`src/rtc_irq_pkg.sv`:
```
// Shared constants and carriers for the calendar clock interrupt and entry check
// Assumes a 32-bit classic Wishbone slave with byte addressing
`default_nettype none

package rtc_irq_pkg;

  // ----------------------------------------------------------------
  // Bus geometry
  // ----------------------------------------------------------------
  localparam int unsigned ADDR_W = 8;
  localparam int unsigned DATA_W = 32;
  localparam int unsigned SRC_N  = 5;

  // ----------------------------------------------------------------
  // Register byte offsets
  // ----------------------------------------------------------------
  localparam logic [7:0] OFS_TOD      = 8'h00;
  localparam logic [7:0] OFS_DATE     = 8'h04;
  localparam logic [7:0] OFS_TALARM   = 8'h08;
  localparam logic [7:0] OFS_DALARM   = 8'h0c;
  localparam logic [7:0] OFS_FLAGS    = 8'h10;
  localparam logic [7:0] OFS_FLAG_CLR = 8'h14;
  localparam logic [7:0] OFS_IRQ_ON   = 8'h18;
  localparam logic [7:0] OFS_IRQ_OFF  = 8'h1c;
  localparam logic [7:0] OFS_MASK     = 8'h20;
  localparam logic [7:0] OFS_VALID    = 8'h24;
  localparam logic [7:0] OFS_CTRL     = 8'h28;

  // ----------------------------------------------------------------
  // Source bit positions (status, clear, enable, disable, mask)
  // ----------------------------------------------------------------
  localparam int unsigned BIT_GRANT = 0;
  localparam int unsigned BIT_ALARM = 1;
  localparam int unsigned BIT_TICK  = 2;
  localparam int unsigned BIT_CLOCK = 3;
  localparam int unsigned BIT_DATE  = 4;

  // Validity bit positions, also entry register index
  localparam logic [1:0] ENT_TOD    = 2'h0;
  localparam logic [1:0] ENT_DATE   = 2'h1;
  localparam logic [1:0] ENT_TALARM = 2'h2;
  localparam logic [1:0] ENT_DALARM = 2'h3;

  // Control fields
  localparam int unsigned CTRL_CLK_SEL_LSB  = 0;
  localparam int unsigned CTRL_DATE_SEL_LSB = 2;
  localparam int unsigned CTRL_HOUR12_BIT   = 4;
  localparam int unsigned CTRL_W            = 5;

  // Reset values
  localparam logic [SRC_N-1:0]  MASK_RST  = 5'h00;
  localparam logic [SRC_N-1:0]  FLAGS_RST = 5'h00;
  localparam logic [3:0]        VALID_RST = 4'h0;
  localparam logic [CTRL_W-1:0] CTRL_RST  = 5'h00;
  localparam logic [31:0]       ENTRY_RST = 32'h0000_0000;

  // BCD limits
  localparam logic [7:0] SEC_MAX   = 8'h59;
  localparam logic [7:0] HOUR24_MAX = 8'h23;
  localparam logic [7:0] HOUR12_MIN = 8'h01;
  localparam logic [7:0] HOUR12_MAX = 8'h12;
  localparam logic [7:0] CENT_MIN  = 8'h19;
  localparam logic [7:0] CENT_MAX  = 8'h20;
  localparam logic [7:0] YEAR_MAX  = 8'h99;
  localparam logic [7:0] MONTH_MIN = 8'h01;
  localparam logic [7:0] MONTH_MAX = 8'h12;
  localparam logic [7:0] DAY_MIN   = 8'h01;
  localparam logic [7:0] DAY_MAX   = 8'h07;
  localparam logic [7:0] DATE_MIN  = 8'h01;
  localparam logic [7:0] DATE_MAX  = 8'h31;

  // ----------------------------------------------------------------
  // Carriers
  // ----------------------------------------------------------------
  typedef struct packed {
    logic date_ev;
    logic clock_ev;
    logic tick;
    logic alarm;
    logic update_grant;
  } irq_src_t;

  typedef struct packed {
    logic [31:0] date_alarm;
    logic [31:0] time_alarm;
    logic [31:0] date;
    logic [31:0] time_of_day;
  } entries_t;

endpackage

`default_nettype wire

```
`src/flag_bank.sv`:
```
// Sticky event flags: a set pulse latches, a clear pulse drops
// Assumes set and clear are one-cycle pulses in the clk_i domain
`default_nettype none

module flag_bank #(
  parameter int unsigned W = 5
) (
  input  wire logic         clk_i,
  input  wire logic         rst_i,
  input  wire logic [W-1:0] set_i,
  input  wire logic [W-1:0] clr_i,
  output logic      [W-1:0] flags_o
);

  logic [W-1:0] flags_d;
  logic [W-1:0] flags_q;

  // ----------------------------------------------------------------
  // Per-bit next value
  // ----------------------------------------------------------------
  // Set beats clear so no event is lost on the clearing edge
  for (genvar i = 0; i < W; i++) begin : g_bit
    always_comb begin
      flags_d[i] = set_i[i] | (flags_q[i] & ~clr_i[i]);
    end
  end

  always_ff @(posedge clk_i) begin
    if (rst_i) begin
      flags_q <= '0;
    end else begin
      flags_q <= flags_d;
    end
  end

  assign flags_o = flags_q;

endmodule

`default_nettype wire

```
`src/entry_check.sv`:
```
// Legality check of a value written to one of the four time entry registers
// Assumes BCD fields laid out as in the time, date and alarm registers
`default_nettype none

module entry_check (
  input  wire logic [1:0]  which_i,
  input  wire logic [31:0] value_i,
  input  wire logic        hour12_i,
  output logic             bad_o
);
  import rtc_irq_pkg::*;

  // Both digits decimal and value inside the window; BCD order is numeric order
  function automatic logic bcd_in(input logic [7:0] v, input logic [7:0] lo, input logic [7:0] hi);
    bcd_in = (v[3:0] <= 4'h9) && (v[7:4] <= 4'h9) && (v >= lo) && (v <= hi);
  endfunction

  function automatic logic hour_ok(input logic [7:0] v, input logic ampm, input logic h12);
    if (h12) begin
      hour_ok = bcd_in(v, HOUR12_MIN, HOUR12_MAX);
    end else begin
      hour_ok = bcd_in(v, 8'h00, HOUR24_MAX) && !ampm;
    end
  endfunction

  logic ok;

  // ----------------------------------------------------------------
  // Field checks
  // ----------------------------------------------------------------
  always_comb begin
    ok = 1'b1;
    unique case (which_i)
      ENT_TOD, ENT_TALARM: begin
        ok = bcd_in({1'b0, value_i[6:0]}, 8'h00, SEC_MAX)
          && bcd_in({1'b0, value_i[14:8]}, 8'h00, SEC_MAX)
          && hour_ok({2'h0, value_i[21:16]}, value_i[22], hour12_i);
      end
      ENT_DATE: begin
        ok = bcd_in({1'b0, value_i[6:0]}, CENT_MIN, CENT_MAX)
          && bcd_in(value_i[15:8], 8'h00, YEAR_MAX)
          && bcd_in({3'h0, value_i[20:16]}, MONTH_MIN, MONTH_MAX)
          && bcd_in({5'h00, value_i[23:21]}, DAY_MIN, DAY_MAX)
          && bcd_in({2'h0, value_i[29:24]}, DATE_MIN, DATE_MAX);
      end
      ENT_DALARM: begin
        ok = bcd_in({3'h0, value_i[20:16]}, MONTH_MIN, MONTH_MAX)
          && bcd_in({2'h0, value_i[29:24]}, DATE_MIN, DATE_MAX);
      end
    endcase
    bad_o = !ok;
  end

endmodule

`default_nettype wire

```
`src/rtc_irq_core.sv`:
```
// Interrupt mask, event flags and entry validity of the calendar clock
// Assumes a classic Wishbone master on clk_i and event pulses from the counters
`default_nettype none

// Functional notes
// - A one written to a disable port bit clears that source's mask bit and a zero leaves it alone.
// - Disable port bits 0 to 4 are update grant, alarm, tick, clock event and date event; others unused.
// - The disable port is write-only, reads nothing back, and touches only the five mask bits.
// - The mask view reads one for each enabled source and zero for each disabled one.
// - The mask view uses the disable port bit order and reads zero above bit 4.
// - The clock and date event masks follow whichever event the control selects.
// - Validity bit 0 flags a bad time of day and bit 1 a bad date.
// - Validity bit 2 flags a bad time alarm and bit 3 a bad date alarm.
// - Each validity flag is read-only, holds until its register is written, and a legal write clears it.
// - A one written to an enable port bit sets that mask bit, a zero does nothing, same bit order.
// - The event flags register holds the five sources in that order and each flag sticks until cleared.
// - A one written to a flag clear port bit clears that flag and a zero does nothing.
module rtc_irq_core (
  input  wire logic                              clk_i,
  input  wire logic                              rst_i,
  input  wire logic                              cyc_i,
  input  wire logic                              stb_i,
  input  wire logic                              we_i,
  input  wire logic [rtc_irq_pkg::ADDR_W-1:0]    adr_i,
  input  wire logic [3:0]                        sel_i,
  input  wire logic [rtc_irq_pkg::DATA_W-1:0]    dat_i,
  output logic      [rtc_irq_pkg::DATA_W-1:0]    dat_o,
  output logic                                   ack_o,
  input  wire rtc_irq_pkg::irq_src_t             raw_ev_i,
  input  wire logic [3:0]                        clock_ev_i,
  input  wire logic [2:0]                        date_ev_i,
  output var  rtc_irq_pkg::entries_t             entries_o,
  output logic      [3:0]                        entry_load_o,
  output logic                                   irq_o
);
  import rtc_irq_pkg::*;

  // ----------------------------------------------------------------
  // Bus slave
  // ----------------------------------------------------------------
  // One wait state: ack rises the cycle after the request, drops after
  logic                ack_d;
  logic                ack_q;
  logic [DATA_W-1:0]   dat_d;
  logic [DATA_W-1:0]   dat_q;
  logic                req;
  logic                wr_now;
  logic [DATA_W-1:0]   byte_mask;

  // ----------------------------------------------------------------
  // State
  // ----------------------------------------------------------------
  logic [SRC_N-1:0]    mask_d;
  logic [SRC_N-1:0]    mask_q;
  logic [3:0]          valid_d;
  logic [3:0]          valid_q;
  logic [CTRL_W-1:0]   ctrl_d;
  logic [CTRL_W-1:0]   ctrl_q;
  entries_t            ent_d;
  entries_t            ent_q;
  logic [3:0]          load_d;
  logic [3:0]          load_q;
  logic                irq_d;
  logic                irq_q;

  logic [SRC_N-1:0]    flag_set;
  logic [SRC_N-1:0]    flag_clr;
  logic [SRC_N-1:0]    flags;
  logic [1:0]          ent_idx;
  logic                ent_hit;
  logic [31:0]         ent_new;
  logic                ent_bad;
  logic                sel_clock_ev;
  logic                sel_date_ev;
  logic [1:0]          clock_sel;
  logic [1:0]          date_sel;

  // ----------------------------------------------------------------
  // Decode and pending
  // ----------------------------------------------------------------
  logic                cmd_wr;
  logic                hit_clr;
  logic                hit_on;
  logic                hit_off;
  logic                hit_ctrl;
  logic [SRC_N-1:0]    pend;

  assign req    = cyc_i & stb_i;
  assign wr_now = req & we_i & ack_q;

  for (genvar b = 0; b < 4; b++) begin : g_lane
    assign byte_mask[8*b +: 8] = {8{sel_i[b]}};
  end

  // ----------------------------------------------------------------
  // Command decode
  // ----------------------------------------------------------------
  // Command and control bits all sit in byte lane 0, so only sel_i[0] counts
  always_comb begin
    cmd_wr   = wr_now & sel_i[0];
    hit_clr  = 1'b0;
    hit_on   = 1'b0;
    hit_off  = 1'b0;
    hit_ctrl = 1'b0;
    unique case (adr_i)
      OFS_FLAG_CLR: hit_clr  = cmd_wr;
      OFS_IRQ_ON:   hit_on   = cmd_wr;
      OFS_IRQ_OFF:  hit_off  = cmd_wr;
      OFS_CTRL:     hit_ctrl = cmd_wr;
      default:      hit_clr  = 1'b0;
    endcase
  end

  // ----------------------------------------------------------------
  // Selected clock and date events
  // ----------------------------------------------------------------
  assign clock_sel = ctrl_q[CTRL_CLK_SEL_LSB +: 2];
  assign date_sel  = ctrl_q[CTRL_DATE_SEL_LSB +: 2];

  always_comb begin
    sel_clock_ev = clock_ev_i[clock_sel];
    sel_date_ev  = 1'b0;
    // Date select 3 picks no event at all
    if (date_sel <= 2'h2) begin
      sel_date_ev = date_ev_i[date_sel];
    end
  end

  // ----------------------------------------------------------------
  // Sticky event flags
  // ----------------------------------------------------------------
  always_comb begin
    flag_set            = raw_ev_i;
    flag_set[BIT_CLOCK] = sel_clock_ev;
    flag_set[BIT_DATE]  = sel_date_ev;
    // An event on the clearing edge still sets its flag
    flag_clr            = '0;
    if (hit_clr) begin
      flag_clr = dat_i[SRC_N-1:0];
    end
  end

  flag_bank #(
    .W (SRC_N)
  ) u_flags (
    .clk_i   (clk_i),
    .rst_i   (rst_i),
    .set_i   (flag_set),
    .clr_i   (flag_clr),
    .flags_o (flags)
  );

  // ----------------------------------------------------------------
  // Entry registers and validity
  // ----------------------------------------------------------------
  always_comb begin
    ent_hit = 1'b1;
    ent_idx = ENT_TOD;
    unique case (adr_i)
      OFS_TOD:    ent_idx = ENT_TOD;
      OFS_DATE:   ent_idx = ENT_DATE;
      OFS_TALARM: ent_idx = ENT_TALARM;
      OFS_DALARM: ent_idx = ENT_DALARM;
      default:    ent_hit = 1'b0;
    endcase
  end

  // Partial-lane writes are checked as merged, so a half-written entry may flag
  assign ent_new = (ent_q[32*ent_idx +: 32] & ~byte_mask) | (dat_i & byte_mask);

  entry_check u_check (
    .which_i  (ent_idx),
    .value_i  (ent_new),
    .hour12_i (ctrl_q[CTRL_HOUR12_BIT]),
    .bad_o    (ent_bad)
  );

  always_comb begin
    ent_d   = ent_q;
    valid_d = valid_q;
    load_d  = 4'h0;
    if (wr_now && ent_hit) begin
      // An illegal value is still stored; only its flag records it
      ent_d[32*ent_idx +: 32] = ent_new;
      load_d[ent_idx]         = 1'b1;
      // Only a write to the owning register changes its flag
      valid_d[ent_idx]        = ent_bad;
    end
  end

  always_ff @(posedge clk_i) begin
    if (rst_i) begin
      ent_q   <= {4{ENTRY_RST}};
      valid_q <= VALID_RST;
      load_q  <= 4'h0;
    end else begin
      ent_q   <= ent_d;
      valid_q <= valid_d;
      load_q  <= load_d;
    end
  end

  // ----------------------------------------------------------------
  // Mask and control
  // ----------------------------------------------------------------
  // Enable and disable are separate ports, so one write never does both
  for (genvar s = 0; s < SRC_N; s++) begin : g_mask
    always_comb begin
      mask_d[s] = mask_q[s];
      if (hit_on && dat_i[s]) begin
        mask_d[s] = 1'b1;
      end
      if (hit_off && dat_i[s]) begin
        mask_d[s] = 1'b0;
      end
    end
  end

  // A mode change does not recheck entries already stored
  always_comb begin
    ctrl_d = ctrl_q;
    if (hit_ctrl) begin
      ctrl_d = dat_i[CTRL_W-1:0];
    end
  end

  always_ff @(posedge clk_i) begin
    if (rst_i) begin
      mask_q <= MASK_RST;
      ctrl_q <= CTRL_RST;
    end else begin
      mask_q <= mask_d;
      ctrl_q <= ctrl_d;
    end
  end

  // ----------------------------------------------------------------
  // Interrupt request
  // ----------------------------------------------------------------
  // Pending sources; the request is registered so bus writes never glitch it
  for (genvar s = 0; s < SRC_N; s++) begin : g_pend
    assign pend[s] = flags[s] & mask_q[s];
  end

  always_comb begin
    irq_d = |pend;
  end

  always_ff @(posedge clk_i) begin
    if (rst_i) begin
      irq_q <= 1'b0;
    end else begin
      irq_q <= irq_d;
    end
  end

  // ----------------------------------------------------------------
  // Read data and acknowledge
  // ----------------------------------------------------------------
  // Write-only ports and unmapped offsets read zero
  always_comb begin
    // A held request is answered again only after ack drops
    ack_d = req & ~ack_q;
    dat_d = '0;
    if (req && !we_i && !ack_q) begin
      unique case (adr_i)
        OFS_TOD:    dat_d = ent_q.time_of_day;
        OFS_DATE:   dat_d = ent_q.date;
        OFS_TALARM: dat_d = ent_q.time_alarm;
        OFS_DALARM: dat_d = ent_q.date_alarm;
        OFS_FLAGS:  dat_d = {{(DATA_W-SRC_N){1'b0}}, flags};
        OFS_MASK:   dat_d = {{(DATA_W-SRC_N){1'b0}}, mask_q};
        OFS_VALID:  dat_d = {28'h0000000, valid_q};
        OFS_CTRL:   dat_d = {{(DATA_W-CTRL_W){1'b0}}, ctrl_q};
        default:    dat_d = '0;
      endcase
    end
  end

  always_ff @(posedge clk_i) begin
    if (rst_i) begin
      ack_q <= 1'b0;
      dat_q <= '0;
    end else begin
      ack_q <= ack_d;
      dat_q <= dat_d;
    end
  end

  // ----------------------------------------------------------------
  // Outputs
  // ----------------------------------------------------------------
  // Load pulse lags the write by one edge, entries already new
  assign ack_o        = ack_q;
  assign dat_o        = dat_q;
  assign entries_o    = ent_q;
  assign entry_load_o = load_q;
  assign irq_o        = irq_q;

endmodule

`default_nettype wire

```
`config.mk`:
```
export PLATFORM = sky130hd
export DESIGN_NAME = rtc_irq_core
export DESIGN_NICKNAME = d
export VERILOG_FILES = /design/src/rtc_irq_pkg.sv /design/src/flag_bank.sv /design/src/entry_check.sv /design/src/rtc_irq_core.sv
export SDC_FILE = /design/constraint.sdc
export NUM_CORES = 1
export LEC_CHECK = 0
export BUFFER_PORTS_ARGS = -buffer_cell sky130_fd_sc_hd__buf_2
export CORE_MARGIN = 1.5
export CORE_UTILIZATION = 40
export DETAILED_ROUTE_END_ITERATION = 10
export PLACE_DENSITY = 0.72
export SYNTH_ARGS = -nofsm -noshare
export SYNTH_HDL_FRONTEND = slang
export SYNTH_SLANG_ARGS = --single-unit
```
`constraint.sdc`:
```
create_clock -name clk_i -period 3.3 [get_ports clk_i]
set_input_delay 0.33 -clock clk_i [delete_from_list [all_inputs] [get_ports clk_i]]
set_output_delay 0.33 -clock clk_i [all_outputs]
set_load 0.01 [all_outputs]
```
==> impl_results.md, run 1 <==
* WL per Instance at 19.1 µm
* Core area at 20200 µm²
* Slew margin rel. at 30.1%
* Routed wire length at 29.3 mm
* Syn avg cell area at 7.87 µm²
* Post-synthesis sequential area ratio at 45.3%
* Syn nets at 1100
* CP max FO at 6
* WP buf/inv at 1
* Bufs on Longest Clock Path at 2
* Antenna-violating nets left at 0
* # port buffers at 224
* Fin crit share at 80.3%
* Placed insts at 1504
* Pre-CTS WS at 0.241 ns
* Setup bufs post-CTS at 0
* Worst hold path class: in -> reg
* Area leader, netlist: dfxtp_1
* Top post-synthesis cells by area: dfxtp_1 45%, a21oi_1 11%, nand2_1 9.8%, nor2_1 6.5%, mux2_2 4.1%
* Worst R2R End: valid_q[1]
* I/O pin cnt at 227
* Area of the multi-input gates at 4160 µm²
* Critical Path AT at 2.93 ns
* FILL cells at 1964
* Post-route setup TNS at 0 ns
* Power share of the clock group at 45.8%
* Final-stage net count at 1314
* Share of synthesized registers carrying an async set or reset at 0%
* Pint at 3.50 mW
* Mapped Area at 8170 µm²
* Worst-path clk slew at 0.07 ns
* FP Rows at 52
* Period minus WS final at 2.65 ns
* Library cells used by synthesis at 59
* Clock Sinks at 185
* Final setup vio count at 0
* Global-route wire length before repair at 45.1 mm
* Drt pass-1 iters at 5
* Worst Clk Skew at 0.00982 ns
* Later-pin clock latency in the skew report at 0.44 ns
* Post-synth EDFFs at 0
* VDD IR max at 0.355 mV
* Largest net degree at the start of global routing at 99
* CTS tree: yes
* GRT Total Usage at 27.1%
* RR Startpoint: entries_o[69]
* H-tree Lvls at 4
* Max-Cap Viols at 0
* Part of the power in registers at 48.4%
* Status: completed
* Post-Layout Cell Count at 1536
* Reg area at 3700 µm²
* Routability cong. at 0.876
* Cts repair resizes at 0
* Reg2reg path depth at 9
* GRT overflow at 0
* Die Area at 21300 µm²
* Number of global-route vias before repair at 7890
* HP Start: raw_ev_i[1]
* Combinational share of power at 5.8%
* Die Ht at 146 µm
* Hold_buf cts at 0
* Type of origin of the critical path: primary input
* Worst Setup End Kind: register
* Worst reg-to-reg setup slack at 0.89 ns
* Maximum clock frequency at 377 MHz
* Vias per cell at 5.57
* Switching Fraction at 24.3%
* RSZ-0062 raised after global routing: no
* CP max stage cell: or4_1
* YS warnings at 0
* Dpl hpwl at 20.4 mm
* Hold depth at 3
* CP Class: in -> reg
* CP max stage delay at 0.60 ns
* DR vias at 8553
* Total power at 4.62 mW
* Final-report max-slew violation count at 0
* Horiz. Die Dim at 146 µm
* Yosys reg bits at 185
* Synth Instances at 1039
* Worst-Margin Slew at 1.05 ns
* Final worst slack at 0.648 ns
* Synth-to-Final Area Change at 26.6%
* Clock root buffer: clkbuf_16
* Power Density at 447 nW/µm²
* Leakage power at 4.14 nW
* Ant diodes at 0
* Yosys top cell area share at 45.3%
* Main synth FF type: dfxtp_1
* P_sw at 1.12 mW
* Critical Path RT at 3.58 ns
* Iter 0 DRT Violations at 911
* Initial Util at 40.5%
* Total CTS buffers at 17
* Initial antenna violation count at 0
* Share of cells above drive strength 1 at 28.2%
* Count of final hold-check violations at 0
* Worst path cell trace: buf_2 -> or4_1 -> nor3_4 -> nor3b_1 -> a221oi_2 -> a21oi_1 -> a2111oi_2 -> nand4b_1 -> o21ai_2 -> o31ai_1
* Worst path top cell family by delay: simple AND/OR/NAND/NOR gates
* Min-Delay Endpoint: u_flags.flags_o[1]
* DRC violations left at 0
## cell usage in the layout, fill, tap and decap left out, types with 11 or more instances in the layout
cell type / netlist / layout
nor3_1: 14 / 13
clkbuf_16: 0 / 17
a22oi_1: 35 / 35
buf_4: 0 / 43
a211oi_1: 12 / 12
o21ai_0: 11 / 11
nand2_1: 214 / 214
a21oi_1: 184 / 184
buf_2: 8 / 223
nor2_1: 141 / 139
dfxtp_1: 185 / 185
mux2_2: 30 / 30
nand3_1: 16 / 14
## cell usage after synthesis, drive strengths merged (3+ instances only)
master     n
nand2    215
dfxtp    185
a21oi    184
nor2     142
clkbuf    62
a22oi     35
mux2      30
nor3      17
nand3     16
a211oi    14
o21ai     14
buf       12
mux2i     10
inv        8
o2bb2ai    8
a222oi     7
nor4       7
o22ai      7
nand2b     6
nand3b     6
a221oi     5
a2bb2oi    5
a31oi      5
nor3b      5
o21a       3
o31ai      3
or2        3
## worst max path at each step
stage,startpoint,end,slack [ns],cells past startpoint
after floorplan,adr_i[4],valid_q[0],0.65,11
after global placement,adr_i[4],valid_q[0],0.29,10
after detailed placement,adr_i[4],valid_q[1],0.24,10
after CTS,adr_i[4],valid_q[0],0.69,10
after global routing,adr_i[4],valid_q[0],0.39,10
final,adr_i[4],valid_q[1],0.65,10
## per-layer routing
metal  wire [µm]  share of wire (%)  global-route usage (%)
met5           0                  0                       0
met1       12400                 42                    37.1
met4         974                3.3                    11.6
met3        3010                 10                    7.40
met2       12900                 44                    40.1
## power by group through the flow
stage               Combinational, mW  Clock, mW  Sequential (mW)
finish                          0.267       2.12             2.24
global route                    0.284       2.24             2.24
CTS                             0.262       2.14             2.24
detailed placement              0.261          0             2.29
global placement                0.260          0             2.29
floorplan                       0.145          0             2.29
## state kept, by name, summed over array words and instances, names as in the netlist
signal and flops:
ack_o 1, ctrl_q 5, dat_o 32, entries_o 128, entry_load_o 4, irq_o 1
mask_q 5, u_flags.flags_o 5, valid_q 4
## worst register-to-register path: cells and delay by family, from the launching register on
kind | cells | cell delay, ns
buf+inv | 1 | 0.07
flops | 1 | 0.33
mux | 1 | 0.27
compound gates | 7 | 1.56
## metrics by stage
| step | hold WS [ns] | cell area [µm²] | util (%) |
|---|---|---|---|
| finish | 0.109 | 10300 | 51.3 |
| global route | 0.118 | 10300 | 51.3 |
| CTS | 0.101 | 10300 | 51.3 |
| detailed placement | 0.458 | 9740 | 48.3 |
| global placement | 0.453 | 9740 | 48.3 |
| floorplan | 0.419 | 8170 | - |
## cell families after synthesis
family / share of synthesized area, %
buffers and inverters: 4.03
muxes: 5.63
AOI/OAI and AO/OA: 23.0
and+or+nand+nor: 22.1
DFF: 45.3
## layout make-up
class | count | share of cell area, %
Clock buffer | 19 | 4.38
Clock inverter | 13 | 1.50
Inverter | 9 | 0.327
Multi-Input combinational cell | 771 | 40.2
Sequential cell | 185 | 35.8
Tap cell | 270 | 3.27
Timing Repair Buffer | 269 | 14.5
Power figures use the tool's default switching activity.
==> inputs of run 2 (changes only) <==
clock period = 2.6 ns   (was 3.3 ns; I/O delays follow)
==> run 2 against run 1 <==
Clock power increased by 15%. Worst setup slack got worse by 0.49 ns. Wire length up 3.7%. Critical path depth stayed put. Register-to-register slack lost 0.65 ns. Utilization increased by 2.4 points. Clock skew is essentially flat. Sequential power up 27%. Non-clock buffer count grew 72. Clock-buffer cell count stayed put. Final cell count grew 4.7%.
==> impl_results.md, run 2 (synthesis results as in run 1) <==
* Later-pin clock latency in the skew report at 0.44 ns
* Maximum clock frequency at 410 MHz
* Worst Setup End Kind: register
* Critical Path RT at 2.90 ns
* RSZ-0062 raised after global routing: no
* WP buf/inv at 1
* Worst path top cell family by delay: simple AND/OR/NAND/NOR gates
* Final setup vio count at 0
* Die Ht at 146 µm
* Worst path cell trace: buf_2 -> or4_1 -> nor3_4 -> nor3b_1 -> a221oi_2 -> a21oi_1 -> a2111oi_2 -> nand4b_1 -> o21ai_2 -> o31ai_1
* Final worst slack at 0.159 ns
* Core area at 20200 µm²
* Power Density at 523 nW/µm²
* Final-stage net count at 1386
* Leakage power at 4.45 nW
* I/O pin cnt at 227
* Final-report max-slew violation count at 0
* Drt pass-1 iters at 6
* Count of final hold-check violations at 0
* Iter 0 DRT Violations at 858
* Worst-path clk slew at 0.07 ns
* Number of global-route vias before repair at 8199
* GRT overflow at 0
* Most frequent cells in the layout: 223 x buf_2, 214 x nand2_1, 185 x dfxtp_1, 184 x a21oi_1, 139 x nor2_1
* Total CTS buffers at 17
* Bufs on Longest Clock Path at 2
* Share of cells above drive strength 1 at 32.0%
* WL per Instance at 18.9 µm
* Commonest non-fill, non-tap cell in the layout: buf_2
* CP max stage delay at 0.63 ns
* Initial antenna violation count at 0
* Dpl hpwl at 21.6 mm
* Pre-CTS WS at -0.216 ns
* Slew margin rel. at 49.6%
* Ant diodes at 0
* CTS tree: yes
* Total power at 5.66 mW
* VDD IR max at 0.459 mV
* Max-Cap Viols at 0
* GRT Total Usage at 27.7%
* Worst-Margin Slew at 0.756 ns
* Fin crit share at 93.9%
* Setup bufs post-CTS at 0
* Largest net degree at the start of global routing at 156
* Synth-to-Final Area Change at 32.5%
* FP Rows at 52
* # port buffers at 224
* Antenna-violating nets left at 0
* DRC violations left at 0
* Die Area at 21300 µm²
* Hold_buf cts at 0
* Routability cong. at 0.904
* Vias per cell at 5.53
* Status: completed
* Global-route wire length before repair at 46.0 mm
* Clock Sinks at 185
* Worst Clk Skew at 0.00945 ns
* Worst hold path class: in -> reg
* H-tree Lvls at 4
* Cts repair resizes at 0
* Largest register FFs at 128
* Routed wire length at 30.4 mm
* Initial Util at 40.5%
* Type of origin of the critical path: primary input
* Period minus WS final at 2.44 ns
* Horiz. Die Dim at 146 µm
* Critical Path AT at 2.74 ns
* Clock root buffer: clkbuf_16
* CP max FO at 6
* CP max stage cell: or4_1
* DR vias at 8899
* Worst hold slack at 0.0259 ns
* CP Class: in -> reg
-- run 2: cell count changes in the layout (fill, tap and decap cells not counted), sizes merged --
cell / delta
clkinvlp: +4
buf: +72
inv: -4
bufinv: -2
clkinv: +2
-- run 2: path summary, 6_finish.rpt --
kind | cells after the start | slack, ns | start | endpoint
setup / recovery | 10 | 0.16 | adr_i[4] | valid_q[1]
hold reg to reg | 2 | 0.46 | entries_o[124] | entries_o[124]
setup reg to reg | 10 | 0.24 | entries_o[90] | valid_q[1]
hold / removal | 2 | 0.03 | rst_i | ack_o
-- run 2: cell type report --
type,instances,area [µm²]
Inverter,9,33.8
Timing Repair Buffer,341,2050
Sequential cell,185,3700
Tap cell,270,338
Fill cell,1914,9340
Multi-Input combinational cell,771,4160
Clock inverter,13,96.3
Clock buffer,19,443
-- run 2: per-stage QoR --
stage          setup TNS [ns]  utilization [%]  cells  area [µm²]
5_1_grt                     0             53.7   1608       10800
3_3_place_gp            -1.30             51.0   1576       10300
4_1_cts                     0             53.7   1608       10800
3_5_place_dp            -2.23             51.0   1576       10300
2_1_floorplan               0                -   1039        8170
6_report                    0             53.7   1608       10800
-- run 2: where the power goes --
group / total (mW) / switching [mW] / internal, mW
combinational: 0.389 / 0.236 / 0.152
clock: 2.43 / 1.18 / 1.25
sequential: 2.84 / 0.00537 / 2.84
-- run 2: routing by layer --
metal | track usage (%) | part of all wire [%]
met1 | 37.0 | 43
met5 | 0 | 0
met4 | 12.2 | 3.4
met3 | 6.58 | 9.3
met2 | 42.7 | 45
==> inputs of run 3 (changes only) <==
ABC_AREA = 1   (was default)
PLACE_DENSITY = 0.71   (was 0.72)
==> run 3 against run 2 <==
Sequential power hardly changed. Critical endpoint is now entries_o[12]. Clock-buffer cell count up 2. Critical path depth grew 5. Register-to-register slack better by 0.41 ns. Critical path type unchanged. Utilization is 3.0 points lower. Sequential share of layout area grew 0.20 points. Highest routed layer unchanged. Worst hold slack better by 0.035 ns. Wire length rose by 1.1%. Global-route usage is 0.80 points lower. Combinational power is 16% lower. Largest power group unchanged. Power rose by 0.77%. Via count grew 4.2%.
==> impl_results.md, run 3 <==
* Yosys top cell area share at 42.4%
* Hold_buf cts at 0
* Die Ht at 151 µm
* Maximum clock frequency at 483 MHz
* Total CTS buffers at 17
* Die Area at 22700 µm²
* I/O pin cnt at 227
* Syn avg cell area at 7.16 µm²
* Mapped Area at 8730 µm²
* Main synth FF type: dfxtp_1
* Period minus WS final at 2.07 ns
* Largest register FFs at 128
* RSZ-0062 raised after global routing: no
* Cts repair resizes at 0
* Status: completed
* Power Density at 530 nW/µm²
* Worst Clk Skew at 0.0121 ns
* Most frequent cell after synthesis: nand2_1
* Share of cells above drive strength 1 at 26.5%
* Leakage power at 5.03 nW
* Ant diodes at 0
* Iter 0 DRT Violations at 918
* GRT Total Usage at 26.9%
* Max-Cap Viols at 0
* Post-synth EDFFs at 0
* Yosys reg bits at 185
* Count of final hold-check violations at 0
* Bufs on Longest Clock Path at 2
* Synth-to-Final Area Change at 23.4%
* Clock root buffer: clkbuf_16
* FP Rows at 53
* Routed wire length at 30.7 mm
* Syn nets at 1280
* Final worst slack at 0.530 ns
* Worst Setup End Kind: register
* Critical Path AT at 2.41 ns
* Core area at 21200 µm²
* Area leader, netlist: dfxtp_1
* Routability cong. at 0.857
* Post-route setup TNS at 0 ns
* Number of global-route vias before repair at 8369
* Share of synthesized registers carrying an async set or reset at 0%
* DR vias at 9269
* Type of origin of the critical path: primary input
* Final-stage net count at 1486
* Later-pin clock latency in the skew report at 0.44 ns
* Placed insts at 1681
* Dpl hpwl at 21.6 mm
* Commonest non-fill, non-tap cell in the layout: nand2_1
* Horiz. Die Dim at 151 µm
* CP Class: in -> reg
* Top post-synthesis cells by area: dfxtp_1 42%, nand2_1 12%, a21oi_1 11%, o21ai_0 9.7%, inv_1 4.3%
* Synth Instances at 1219
* Critical Path RT at 2.94 ns
* GRT overflow at 0
* Slew margin rel. at 52.9%
* Initial antenna violation count at 0
* DRC violations left at 0
* YS warnings at 0
* Largest net degree at the start of global routing at 72
* H-tree Lvls at 4
* Vias per cell at 5.41
* Antenna-violating nets left at 0
* Global-route wire length before repair at 46.4 mm
* # port buffers at 224
* CTS tree: yes
* Most frequent cells in the layout: 274 x nand2_1, 224 x buf_2, 195 x a21oi_1, 185 x dfxtp_1, 169 x o21ai_0
* Pre-CTS WS at 0.120 ns
* Fin crit share at 79.6%
* Setup bufs post-CTS at 0
* CP max FO at 55
* Final-report max-slew violation count at 0
* VDD IR max at 0.398 mV
* Library cells used by synthesis at 45
* Post-synthesis sequential area ratio at 42.4%
* Final setup vio count at 0
* Worst hold path class: in -> reg
* Post-Layout Cell Count at 1713
* WL per Instance at 17.9 µm
* Initial Util at 41.1%
* Clock Sinks at 185
* Commonest cells post-synth: 274 x nand2_1, 195 x a21oi_1, 185 x dfxtp_1
* Worst-Margin Slew at 0.705 ns
* Drt pass-1 iters at 6
* Worst-path clk slew at 0.07 ns
[run 3: worst max-delay path, cell delays in order]
cell,delay [ns]
buf_2,0.12
nor2_4,0.06
nand2_8,0.20
nor2_8,0.08
buf_12,0.16
nor2_4,0.32
inv_2,0.08
o21ai_2,0.36
inv_1,0.08
nand2_1,0.10
inv_2,0.05
buf_12,0.18
o21ai_0,0.16
o21bai_1,0.12
inv_1,0.04
[run 3: cells by family after synthesis]
kind of cell	share of synthesized area, %
flops	42.4
mux	0.115
compound gates	25.5
buf+inv	9.36
simple gates	22.6
[run 3: path summary, 6_finish.rpt]
kind | startpoint | end | slack [ns] | cells after the start
hold reg to reg | ack_o | ack_o | 0.47 | 1
setup / recovery | adr_i[4] | entries_o[12] | 0.53 | 15
setup reg to reg | ack_o | ctrl_q[1] | 0.65 | 8
hold / removal | raw_ev_i[0] | u_flags.flags_o[0] | 0.06 | 3
[run 3: layout make-up]
cell class              instances  area [µm²]
repair buffers                263        1500
inverters                     111         417
clock buffers                  21         480
multi-input cells             847        4230
fillers                      2130       10500
clock inverters                11        87.6
flip-flops and latches        185        3700
well taps                     275         344
[run 3: per-stage QoR]
step / power (mW) / hold WS (ns) / cell area [µm²] / util [%]
after floorplan: 3.10 / 0.394 / 8730 / -
after global placement: 3.23 / 0.441 / 10200 / 48.1
after detailed placement: 3.23 / 0.465 / 10200 / 48.1
after CTS: 5.73 / 0.0442 / 10800 / 50.7
after global routing: 5.88 / 0.0638 / 10800 / 50.7
final: 5.70 / 0.0606 / 10800 / 50.7
[run 3: per-layer routing]
metal | wire [µm] | share of wire (%) | vias up | global-route usage [%]
met5 | 0 | 0 | - | 0
met4 | 812 | 2.6 | 0 | 9.47
met3 | 3030 | 9.9 | 56 | 5.67
met2 | 14100 | 46 | 495 | 43.2
met1 | 12800 | 42 | 4243 | 35.8
li1 | - | - | 4475 | -
[run 3: power by group]
group          leakage, nW  internal (mW)  switching, mW
logic                 3.26          0.108          0.217
clock network        0.280           1.34           1.20
registers             1.49           2.84        0.00434
total                 5.03           4.29           1.42
